==> config.mk <==
export PLATFORM = sky130hd
export DESIGN_NAME = adc_readout
export DESIGN_NICKNAME = d
export VERILOG_FILES = /design/src/adc_readout_pkg.sv /design/src/adc_readout.sv
export VERILOG_INCLUDE_DIRS = /design/src /design/src/src
export SDC_FILE = /design/constraint.sdc
export NUM_CORES = 1
export LEC_CHECK = 0
export BUFFER_PORTS_ARGS = -buffer_cell sky130_fd_sc_hd__buf_2
export CORE_UTILIZATION = 50
export DETAILED_ROUTE_END_ITERATION = 16
export PLACE_DENSITY = 0.72
export SLEW_MARGIN = 20
export SYNTH_ARGS = -nofsm -noshare
export SYNTH_HDL_FRONTEND = slang
export SYNTH_SLANG_ARGS = --single-unit
==> constraint.sdc <==
create_clock -name REF_CLK_IN -period 3.4 [get_ports REF_CLK_IN]
set_input_delay 0.68 -clock REF_CLK_IN [delete_from_list [all_inputs] [get_ports REF_CLK_IN]]
set_output_delay 0.68 -clock REF_CLK_IN [all_outputs]
set_load 0.03 [all_outputs]
==> src/adc_readout_regs.svh <==
// timing counts and field sizes for the serial result readout
`ifndef ADC_READOUT_REGS_SVH
`define ADC_READOUT_REGS_SVH

`define CLK_PERIOD_NS     20
`define CONV_TIME_NS      2000
`define CONV_CYCLES       ((`CONV_TIME_NS + `CLK_PERIOD_NS - 1) / `CLK_PERIOD_NS)
`define RESULT_BITS       16
`define BUSY_RELEASE_EDGE 17
`define PLAIN_RELEASE_EDGE 16
`define BUF_DEPTH         2

`endif

==> src/adc_readout_pkg.sv <==
// types shared by the serial result readout
package adc_readout_pkg;

    typedef enum logic [2:0] {
        ST_ACQ,
        ST_CONVERT,
        ST_SEL_WAIT,
        ST_SEL_SHIFT,
        ST_CHAIN
    } state_t;

    typedef enum logic [1:0] {
        MODE_SELECT,
        MODE_SELECT_BUSY,
        MODE_CHAIN,
        MODE_CHAIN_BUSY
    } mode_t;

endpackage

==> src/adc_readout.sv <==
// serial result readout of a sampling converter, select and chain modes
`include "adc_readout_regs.svh"
`timescale 1ns/100ps
`default_nettype none

module adc_readout
    import adc_readout_pkg::*;
#(
    parameter int RESULT_W    = `RESULT_BITS,
    parameter int CONV_CYCLES = `CONV_CYCLES
) (
    // clock and reset
    input  wire logic                REF_CLK_IN,
    input  wire logic                RESET_N_IN,
    // host pins, asynchronous to the clock
    input  wire logic                CONV_TRIGGER_IN,
    input  wire logic                SERIAL_IN_SELECT_IN,
    input  wire logic                SCK_IN,
    // result from the converter core
    input  wire logic [RESULT_W-1:0] RESULT_DATA_IN,
    input  wire logic                RESULT_VALID_IN,
    output logic                     RESULT_READY_OUT,
    // converter core control
    output logic                     SAMPLE_OUT,
    output logic                     CONVERTER_POWER_OUT,
    // serial output pin
    output logic                     SERIAL_OUT_OUT,
    output logic                     SERIAL_OUT_OE_N_OUT
);

    localparam int CNT_W = $clog2(CONV_CYCLES + 1);

    // reset release through two flops
    logic       rst_meta_r;
    logic       rst_n_r;

    always_ff @(posedge REF_CLK_IN or negedge RESET_N_IN) begin
        if (!RESET_N_IN) begin
            rst_meta_r <= 1'b0;
            rst_n_r    <= 1'b0;
        end else begin
            rst_meta_r <= 1'b1;
            rst_n_r    <= rst_meta_r;
        end
    end

    // pin synchronisers; only stage two and the history flop are read
    logic [2:0] pin_meta_r;
    logic [2:0] pin_sync_r;
    logic [2:0] pin_prev_r;

    always_ff @(posedge REF_CLK_IN or negedge rst_n_r) begin
        if (!rst_n_r) begin
            pin_meta_r <= 3'h0;
            pin_sync_r <= 3'h0;
            pin_prev_r <= 3'h0;
        end else begin
            pin_meta_r <= {SCK_IN, SERIAL_IN_SELECT_IN, CONV_TRIGGER_IN};
            pin_sync_r <= pin_meta_r;
            pin_prev_r <= pin_sync_r;
        end
    end

    logic trig_lvl;
    logic sel_lvl;
    logic sck;
    logic trig_rise;
    logic sel_rise;
    logic sel_fall;
    logic sck_fall;

    // edges seen in the cycle the second flop changes, against the history flop
    assign trig_lvl  = pin_sync_r[0];
    assign sel_lvl   = pin_sync_r[1];
    assign sck       = pin_sync_r[2];
    assign trig_rise = pin_sync_r[0] & ~pin_prev_r[0];
    assign sel_rise  = pin_sync_r[1] & ~pin_prev_r[1];
    assign sel_fall  = ~pin_sync_r[1] & pin_prev_r[1];
    assign sck_fall  = ~pin_sync_r[2] & pin_prev_r[2];

    // two-entry result buffer between core and shifter
    logic [RESULT_W-1:0] buf_mem_r [`BUF_DEPTH];
    logic [RESULT_W-1:0] buf_mem_nxt [`BUF_DEPTH];
    logic                wr_ptr_r, wr_ptr_nxt;
    logic                rd_ptr_r, rd_ptr_nxt;
    logic [1:0]          count_r, count_nxt;
    logic                ready_r, ready_nxt;
    logic                buf_push;
    logic                buf_pop;
    logic                buf_valid;

    assign buf_valid = (count_r != 2'h0);
    assign buf_push  = RESULT_VALID_IN & ready_r;

    // ready is registered, so it reflects room after this cycle
    always_comb begin
        buf_mem_nxt = buf_mem_r;
        wr_ptr_nxt  = wr_ptr_r;
        rd_ptr_nxt  = rd_ptr_r;
        count_nxt   = count_r;
        if (buf_push) begin
            buf_mem_nxt[wr_ptr_r] = RESULT_DATA_IN;
            wr_ptr_nxt            = ~wr_ptr_r;
        end
        if (buf_pop) begin
            rd_ptr_nxt = ~rd_ptr_r;
        end
        count_nxt = count_r + {1'b0, buf_push} - {1'b0, buf_pop};
        ready_nxt = (count_nxt != 2'h2);
    end

    always_ff @(posedge REF_CLK_IN or negedge rst_n_r) begin
        if (!rst_n_r) begin
            buf_mem_r <= '{default: '0};
            wr_ptr_r  <= 1'b0;
            rd_ptr_r  <= 1'b0;
            count_r   <= 2'h0;
            ready_r   <= 1'b0;
        end else begin
            buf_mem_r <= buf_mem_nxt;
            wr_ptr_r  <= wr_ptr_nxt;
            rd_ptr_r  <= rd_ptr_nxt;
            count_r   <= count_nxt;
            ready_r   <= ready_nxt;
        end
    end

    // conversion, mode and shift state
    state_t              state_r, state_nxt;
    mode_t               mode_r, mode_nxt;
    logic [CNT_W-1:0]    conv_cnt_r, conv_cnt_nxt;
    logic [4:0]          bit_cnt_r, bit_cnt_nxt;
    logic [RESULT_W-1:0] shreg_r, shreg_nxt;
    logic                flush_r, flush_nxt;
    logic                sout_r, sout_nxt;
    logic                oe_n_r, oe_n_nxt;
    logic                sample_r, sample_nxt;
    logic                power_r, power_nxt;
    logic [4:0]          release_edge;

    assign release_edge = (mode_r == MODE_SELECT_BUSY) ? 5'(`BUSY_RELEASE_EDGE)
                                                       : 5'(`PLAIN_RELEASE_EDGE);
    // completion waits for the core word; an empty buffer stalls it
    assign buf_pop = (state_r == ST_CONVERT) && (conv_cnt_r == CNT_W'(0)) && buf_valid;

    always_comb begin
        state_nxt    = state_r;
        mode_nxt     = mode_r;
        conv_cnt_nxt = conv_cnt_r;
        bit_cnt_nxt  = bit_cnt_r;
        shreg_nxt    = shreg_r;
        flush_nxt    = flush_r;
        sout_nxt     = sout_r;
        oe_n_nxt     = oe_n_r;
        sample_nxt   = 1'b0;
        power_nxt    = 1'b0;
        if (trig_rise) begin
            // mode straps taken at the trigger edge
            state_nxt    = ST_CONVERT;
            conv_cnt_nxt = CNT_W'(CONV_CYCLES);
            sample_nxt   = 1'b1;
            power_nxt    = 1'b1;
            bit_cnt_nxt  = 5'h0;
            if (sel_lvl) begin
                mode_nxt = MODE_SELECT;
                oe_n_nxt = 1'b1;
            end else begin
                mode_nxt = sck ? MODE_CHAIN_BUSY : MODE_CHAIN;
                sout_nxt = 1'b0;
                oe_n_nxt = 1'b0;
            end
        end else begin
            case (state_r)
                ST_CONVERT: begin
                    power_nxt = 1'b1;
                    if (conv_cnt_r != CNT_W'(0)) begin
                        conv_cnt_nxt = conv_cnt_r - CNT_W'(1);
                    end else if (buf_valid) begin
                        shreg_nxt = buf_mem_r[rd_ptr_r];
                        power_nxt = 1'b0;
                        if (mode_r == MODE_SELECT && !sel_lvl) begin
                            // selected before completion: busy edge
                            mode_nxt  = MODE_SELECT_BUSY;
                            state_nxt = ST_SEL_SHIFT;
                            sout_nxt  = 1'b0;
                            oe_n_nxt  = 1'b0;
                        end else if (mode_r == MODE_SELECT) begin
                            state_nxt = ST_SEL_WAIT;
                        end else if (mode_r == MODE_CHAIN) begin
                            state_nxt = ST_CHAIN;
                            flush_nxt = 1'b0;
                            sout_nxt  = buf_mem_r[rd_ptr_r][RESULT_W-1];
                        end else begin
                            state_nxt = ST_CHAIN;
                            flush_nxt = 1'b1;
                            sout_nxt  = sel_lvl;
                        end
                    end
                end
                ST_SEL_WAIT: begin
                    if (sel_fall) begin
                        sout_nxt    = shreg_r[RESULT_W-1];
                        shreg_nxt   = {shreg_r[RESULT_W-2:0], 1'b0};
                        oe_n_nxt    = 1'b0;
                        bit_cnt_nxt = 5'h0;
                        state_nxt   = ST_SEL_SHIFT;
                    end
                end
                ST_SEL_SHIFT: begin
                    if (sel_rise) begin
                        oe_n_nxt  = 1'b1;
                        state_nxt = ST_ACQ;
                    end else if (sck_fall) begin
                        bit_cnt_nxt = bit_cnt_r + 5'h1;
                        if (bit_cnt_nxt == release_edge) begin
                            oe_n_nxt  = 1'b1;
                            state_nxt = ST_ACQ;
                        end else begin
                            // bit changes only at a fall, stable at the rise
                            sout_nxt  = shreg_r[RESULT_W-1];
                            shreg_nxt = {shreg_r[RESULT_W-2:0], 1'b0};
                        end
                    end
                end
                ST_CHAIN: begin
                    if (flush_r && !sck_fall) begin
                        sout_nxt = sel_lvl;
                    end else if (flush_r) begin
                        // start bit flushed, MSB follows
                        flush_nxt   = 1'b0;
                        sout_nxt    = shreg_r[RESULT_W-1];
                        bit_cnt_nxt = 5'h1;
                    end else if (sck_fall) begin
                        shreg_nxt = {shreg_r[RESULT_W-2:0], sel_lvl};
                        sout_nxt  = shreg_r[RESULT_W-2];
                        if (bit_cnt_r != 5'h1F) begin
                            bit_cnt_nxt = bit_cnt_r + 5'h1;
                        end
                    end
                end
                default: begin
                    // acquisition: idle and powered down
                    state_nxt = ST_ACQ;
                end
            endcase
            // both pins low drive the line low in every state, chain included
            if (!trig_lvl && !sel_lvl) begin
                sout_nxt = 1'b0;
                oe_n_nxt = 1'b0;
            end else if (state_r == ST_ACQ || (state_r == ST_SEL_WAIT && !sel_fall)) begin
                oe_n_nxt = 1'b1;
            end
        end
    end

    always_ff @(posedge REF_CLK_IN or negedge rst_n_r) begin
        if (!rst_n_r) begin
            state_r    <= ST_ACQ;
            mode_r     <= MODE_SELECT;
            conv_cnt_r <= '0;
            bit_cnt_r  <= 5'h0;
            shreg_r    <= '0;
            flush_r    <= 1'b0;
            sout_r     <= 1'b0;
            oe_n_r     <= 1'b1;
            sample_r   <= 1'b0;
            power_r    <= 1'b0;
        end else begin
            state_r    <= state_nxt;
            mode_r     <= mode_nxt;
            conv_cnt_r <= conv_cnt_nxt;
            bit_cnt_r  <= bit_cnt_nxt;
            shreg_r    <= shreg_nxt;
            flush_r    <= flush_nxt;
            sout_r     <= sout_nxt;
            oe_n_r     <= oe_n_nxt;
            sample_r   <= sample_nxt;
            power_r    <= power_nxt;
        end
    end

    // all outputs straight from flops
    assign RESULT_READY_OUT    = ready_r;
    assign SAMPLE_OUT          = sample_r;
    assign CONVERTER_POWER_OUT = power_r;
    assign SERIAL_OUT_OUT      = sout_r;
    assign SERIAL_OUT_OE_N_OUT = oe_n_r;

endmodule

`default_nettype wire

==> run metrics, run 1 <==
Setup violations, final 0; Detailed Place HPWL 5.01 mm; Lkg Pwr 0.00198 uW; CTS tree yes; CP endpoint kind register; Worst Hold Class input pin to async pin; drt first pass iters 4; Final min period 2.60 ns; Root Driver clkbuf_8; Worst setup SP type register; Top FF cell, synth dfrtp_1; Synth Area per Inst 11.4 sq um; PortBufs 26; Clock Sinks 86; Yosys top cell by area dfrtp_1; layout cell share with drive strength beyond 1 0.284; Mapped Cells 364; filler cell count in the final layout 655; placed cell count 478; register bit total from synthesis 86; Worst VDD drop 479 uV; Final Hold Fails 0; Fmax achieved 385 MHz; P&R area growth vs syn 10.8%; status finished clean; Synthesis Warnings 0; Final ANT Viol Nets 0; top cells by area, synth dfrtp_1 51%, mux2_2 12%, mux2_4 3.6%, mux2i_1 3.6%, nor2_1 2.9%; Post-CTS Setup Bufs 0; Layout Nets 415; Post-synth EDFFs 0; vias in the first global route 2,696; Diodes inserted 0; Synth top area share 0.511; Crit path arrival time 2.84 ns; CTS Buf Count 9; Vias 2,693; htree depth 3; Boundary Pins 27; Via density 5.46; Mapped Area 0.00417 sq mm; GR Util All Layers 0.195; DR DRC count 0; Finished Core Util 0.586; Layout Cells excl Fill 493; core area 0.00789 sq mm; row cnt 32; post-synthesis sequential area ratio 0.517; worst-path maximum fanout 16; Initial Utilization 0.528; drt wl/cell 15.2 um; pin count of the biggest net entering global routing 85; Async S/R FF share, synth 1.00; maxcap violations 0; Crit path required time 3.64 ns; final period utilization 0.764; Cell Pwr Density 878 mW/mm^2; RSZ-0062 raised after global routing no; # hold bufs at CTS 0; die span in y 93.3 um; Synth cell types 53; Worst Setup Slack, final 0.801 ns; DIE WIDTH 93.3 um; Fin Setup TNS 0 ns; clock-pin slew on the worst setup and hold paths 0.08 ns; first-pass GRT wire length 13.0 mm; post-cts resize count 0; Synthesized Nets 391; Clock Skew 0.00886 ns; final RePlAce weighted congestion 0.857; Slew Viols, Final 0; critical path type register to register; Total Wirelength 7.47 mm; initial antenna violation count 0; clk buf depth 2; pre-CTS WS 0.813 ns; Slew headroom 0.448; die area 0.00870 sq mm; Worst Max-Slew Pin Slew 0.826 ns; GR Overflow Total 0; Worst-Skew Late Latency 0.36 ns; Initial DRC Count 158
flip-flops by register name, summed over array words and instances, names as in the netlist, 3 cells and up:
signal / cells
state_r: 3
buf_mem_r: 32
bit_cnt_r: 5
pin_meta_r: 3
conv_cnt_r: 7
pin_prev_r: 3
pin_sync_r: 3
shreg_r: 16
per-stage QoR:
step / hold WS, ns / area [sq um] / power (uW)
global route: 0.0763 / 4620 / 4360
finish: 0.0909 / 4620 / 4060
detailed placement: 0.335 / 4380 / 3290
floorplan: 0.331 / 4170 / 2990
CTS: 0.0806 / 4590 / 4080
global placement: 0.334 / 4380 / 3220
routing by layer:
metal  up-vias  share of wire  wire, um  track usage
met5         -              0         0            0
met1      1316           0.47      3540        0.272
li1       1327              -         -            -
met2        38           0.48      3580        0.297
met4         0          0.017       126       0.0795
met3        12          0.031       234       0.0431
cells by family after synthesis:
logic type	synth area share
adders and majority gates	0.0150
other	0.000900
xor gates and xnor gates	0.0231
buffers and inverters	0.0276
muxes	0.194
and+or+nand+nor	0.127
AOI/OAI and AO/OA	0.0961
DFF	0.517
worst paths after layout:
check	slack, ns	endpoint	start	cells past startpoint
setup / recovery	0.80	shreg_r[12]$_DFFE_PN0P_	bit_cnt_r[0]$_DFFE_PN0P_	8
hold / removal	0.09	rst_n_r$_DFF_PN0_	RESET_N_IN	1
setup reg to reg	0.80	shreg_r[12]$_DFFE_PN0P_	bit_cnt_r[0]$_DFFE_PN0P_	8
hold reg to reg	0.24	mode_r[0]$_DFFE_PN0P_	rst_n_r$_DFF_PN0_	0
max in group asynchronous	2.57	bit_cnt_r[2]$_DFFE_PN0P_	rst_n_r$_DFF_PN0_	1
min in group REF_CLK_IN	0.35	pin_sync_r[0]$_DFF_PN0_	pin_meta_r[0]$_DFF_PN0_	0
power by group:
part | internal, uW | switching (uW) | total [uW]
Clock | 425 | 352 | 777
Sequential | 1430 | 307 | 1740
Combinational | 818 | 721 | 1540
Total | 2680 | 1380 | 4060
cell usage in the layout (no fill, tap or decap), types with 8 or more instances in the layout:
cell type,count
nor2_1,31
nand3_1,8
buf_2,26
mux2i_1,15
clkbuf_8,10
nor2b_1,9
nand2_1,22
dfrtp_1,84
mux2_2,45
inv_1,10
o21ai_0,13
a21oi_1,22
mux2_4,10
worst max-delay path: stages, from the launching register on:
cell and delay [ns]:
dfrtp_1 0.44, ha_1 0.26, and3_1 0.19, ha_1 0.28, nand3_1 0.09, nor4_1 0.55
nor4_4 0.09, buf_4 0.24, mux2_4 0.33
layout make-up:
type / count / area, sq um / area share
flip-flops and latches: 86 / 2160 / 0.467
well taps: 102 / 128 / 0.0276
repair buffers: 30 / 180 / 0.0390
clock buffers: 10 / 138 / 0.0298
inverters: 10 / 37.5 / 0.00813
clock inverters: 4 / 72.6 / 0.0157
multi-input cells: 251 / 1910 / 0.413
cell usage after synthesis, types with 6 or more instances:
library cell / n
clkbuf_1: 13
nor2b_1: 9
o21ai_0: 13
mux2_2: 45
mux2_4: 10
nand3_1: 8
a21oi_1: 22
nor2_1: 32
xnor2_1: 6
nand2_1: 22
mux2i_1: 15
inv_1: 10
dfrtp_1: 85
Power figures use the tool's default switching activity.
==> inputs of run 2 (changes only) <==
==> constraint.sdc (replaced) <==
create_clock -name REF_CLK_IN -period 2.6 [get_ports REF_CLK_IN]
set_input_delay 0.52 -clock REF_CLK_IN [delete_from_list [all_inputs] [get_ports REF_CLK_IN]]
set_output_delay 0.52 -clock REF_CLK_IN [all_outputs]
set_load 0.03 [all_outputs]
==> run metrics, run 2 (synthesis gave the netlist of run 1 again) <==
Worst-Skew Late Latency 0.35 ns; Total Wirelength 7.49 mm; vias in the first global route 2,836; Worst Setup Slack, final 0.170 ns; Largest register FFs 32; Final ANT Viol Nets 0; pin count of the biggest net entering global routing 51; most frequent cells in the layout 84 x dfrtp_1, 45 x mux2_2, 31 x nor2_1; RSZ-0062 raised after global routing no; Vias 2,796; final period utilization 0.935; Slew headroom 0.565; Final min period 2.43 ns; DR DRC count 0; first-pass GRT wire length 13.0 mm; row cnt 32; die span in y 93.3 um; Boundary Pins 27; clk buf depth 2; CP endpoint kind register; Fmax achieved 411 MHz; Reg with most FFs buf_mem_r; P&R area growth vs syn 13.8%; Clock Sinks 86; maxcap violations 0; layout cell share with drive strength beyond 1 0.308; Post-CTS Setup Bufs 0; Crit path arrival time 2.66 ns; Worst VDD drop 574 uV; Diodes inserted 0; Worst Max-Slew Pin Slew 0.650 ns; worst-path maximum fanout 16; Detailed Place HPWL 5.29 mm; critical path type register to register; GR Util All Layers 0.192; initial antenna violation count 0; drt wl/cell 14.8 um; GR Overflow Total 0; PortBufs 26; CTS tree yes; Via density 5.54; Fin Setup TNS 0 ns; register area 0.00216 sq mm; Lkg Pwr 0.00203 uW; CTS Buf Count 9; DIE WIDTH 93.3 um; clock-pin slew on the worst setup and hold paths 0.09 ns; die area 0.00870 sq mm; Worst setup SP type register; Root Driver clkbuf_8; filler cell count in the final layout 633; status finished clean; htree depth 3; final RePlAce weighted congestion 0.860; Crit path required time 2.83 ns; Clock Skew 0.0126 ns; Finished Core Util 0.601; pre-CTS WS 0.115 ns; most common cell after layout, fill and taps aside dfrtp_1; Initial Utilization 0.528; Cell Pwr Density 1150 mW/mm^2; top flop regs buf_mem_r x32, shreg_r x16, conv_cnt_r x7; drt first pass iters 5; Final Hold Fails 0; Slew Viols, Final 0; worst hold slack 0.269 ns; Initial DRC Count 139; Worst Hold Class input pin to register; Setup violations, final 0; Layout Nets 425; core area 0.00789 sq mm; area of the multi-input gates 0.00193 sq mm
run 2: cell count changes in the layout (fill, tap and decap cells not counted), sizes merged:
cell | previous run | this run
dlygate4sd3 | 0 | 1
buf | 30 | 39
clkinv | 1 | 0
inv | 10 | 12
clkinvlp | 1 | 2
run 2: worst max-delay path, cell delays in order, from the launching register on:
cell and delay (ns):
dfrtp_1 0.41, ha_1 0.24, and3_1 0.20, ha_1 0.29, nand3_1 0.15, nor4_2 0.44, nor4_4 0.10, buf_12 0.18
mux2_4 0.30
run 2: routing by layer:
| metal | up-vias | GRT usage | routed length, um |
|---|---|---|---|
| li1 | 1345 | - | - |
| met2 | 71 | 0.305 | 3540 |
| met4 | 0 | 0.0615 | 167 |
| met1 | 1358 | 0.261 | 3440 |
| met5 | - | 0 | 0 |
| met3 | 22 | 0.0439 | 340 |
run 2: cell type report:
cell class	count	area share
sequential	86	0.455
multi-input combinational	251	0.406
timing repair buffer	40	0.0554
clock buffer	10	0.0290
tap	102	0.0269
clock inverter	6	0.0195
inverter	10	0.00792
run 2: per-stage QoR:
stage | cell area (sq um) | power, uW | cells
after floorplan | 4170 | 3910 | 364
final | 4740 | 5460 | 505
after global routing | 4740 | 5830 | 505
after CTS | 4720 | 5490 | 505
after detailed placement | 4480 | 4410 | 488
after global placement | 4480 | 4300 | 488
run 2: worst paths after layout:
check	from	to	slack, ns	depth (start not counted)
max	bit_cnt_r[1]$_DFFE_PN0P_	shreg_r[9]$_DFFE_PN0P_	0.17	8
max reg2reg	bit_cnt_r[1]$_DFFE_PN0P_	shreg_r[9]$_DFFE_PN0P_	0.17	8
max in group asynchronous	rst_n_r$_DFF_PN0_	shreg_r[8]$_DFFE_PN0P_	1.63	1
min reg2reg	rst_n_r$_DFF_PN0_	conv_cnt_r[3]$_DFFE_PN0P_	0.35	0
min	CONV_TRIGGER_IN	pin_meta_r[0]$_DFF_PN0_	0.27	1
min in group asynchronous	rst_n_r$_DFF_PN0_	conv_cnt_r[3]$_DFFE_PN0P_	0.35	0
run 2: timing repair:
item	in CTS	in global routing
endpoints found under the hold margin	2	0
setup endpoints to repair	0	15
gates resized for setup	0	4
hold buffers	1	0
run 2: power by group:
group          switching [uW]  total (uW)  leakage (uW)  internal (uW)
combinational             993        2140      0.000898           1150
clock                     491        1070      0.000110            574
sequential                385        2260       0.00103           1870
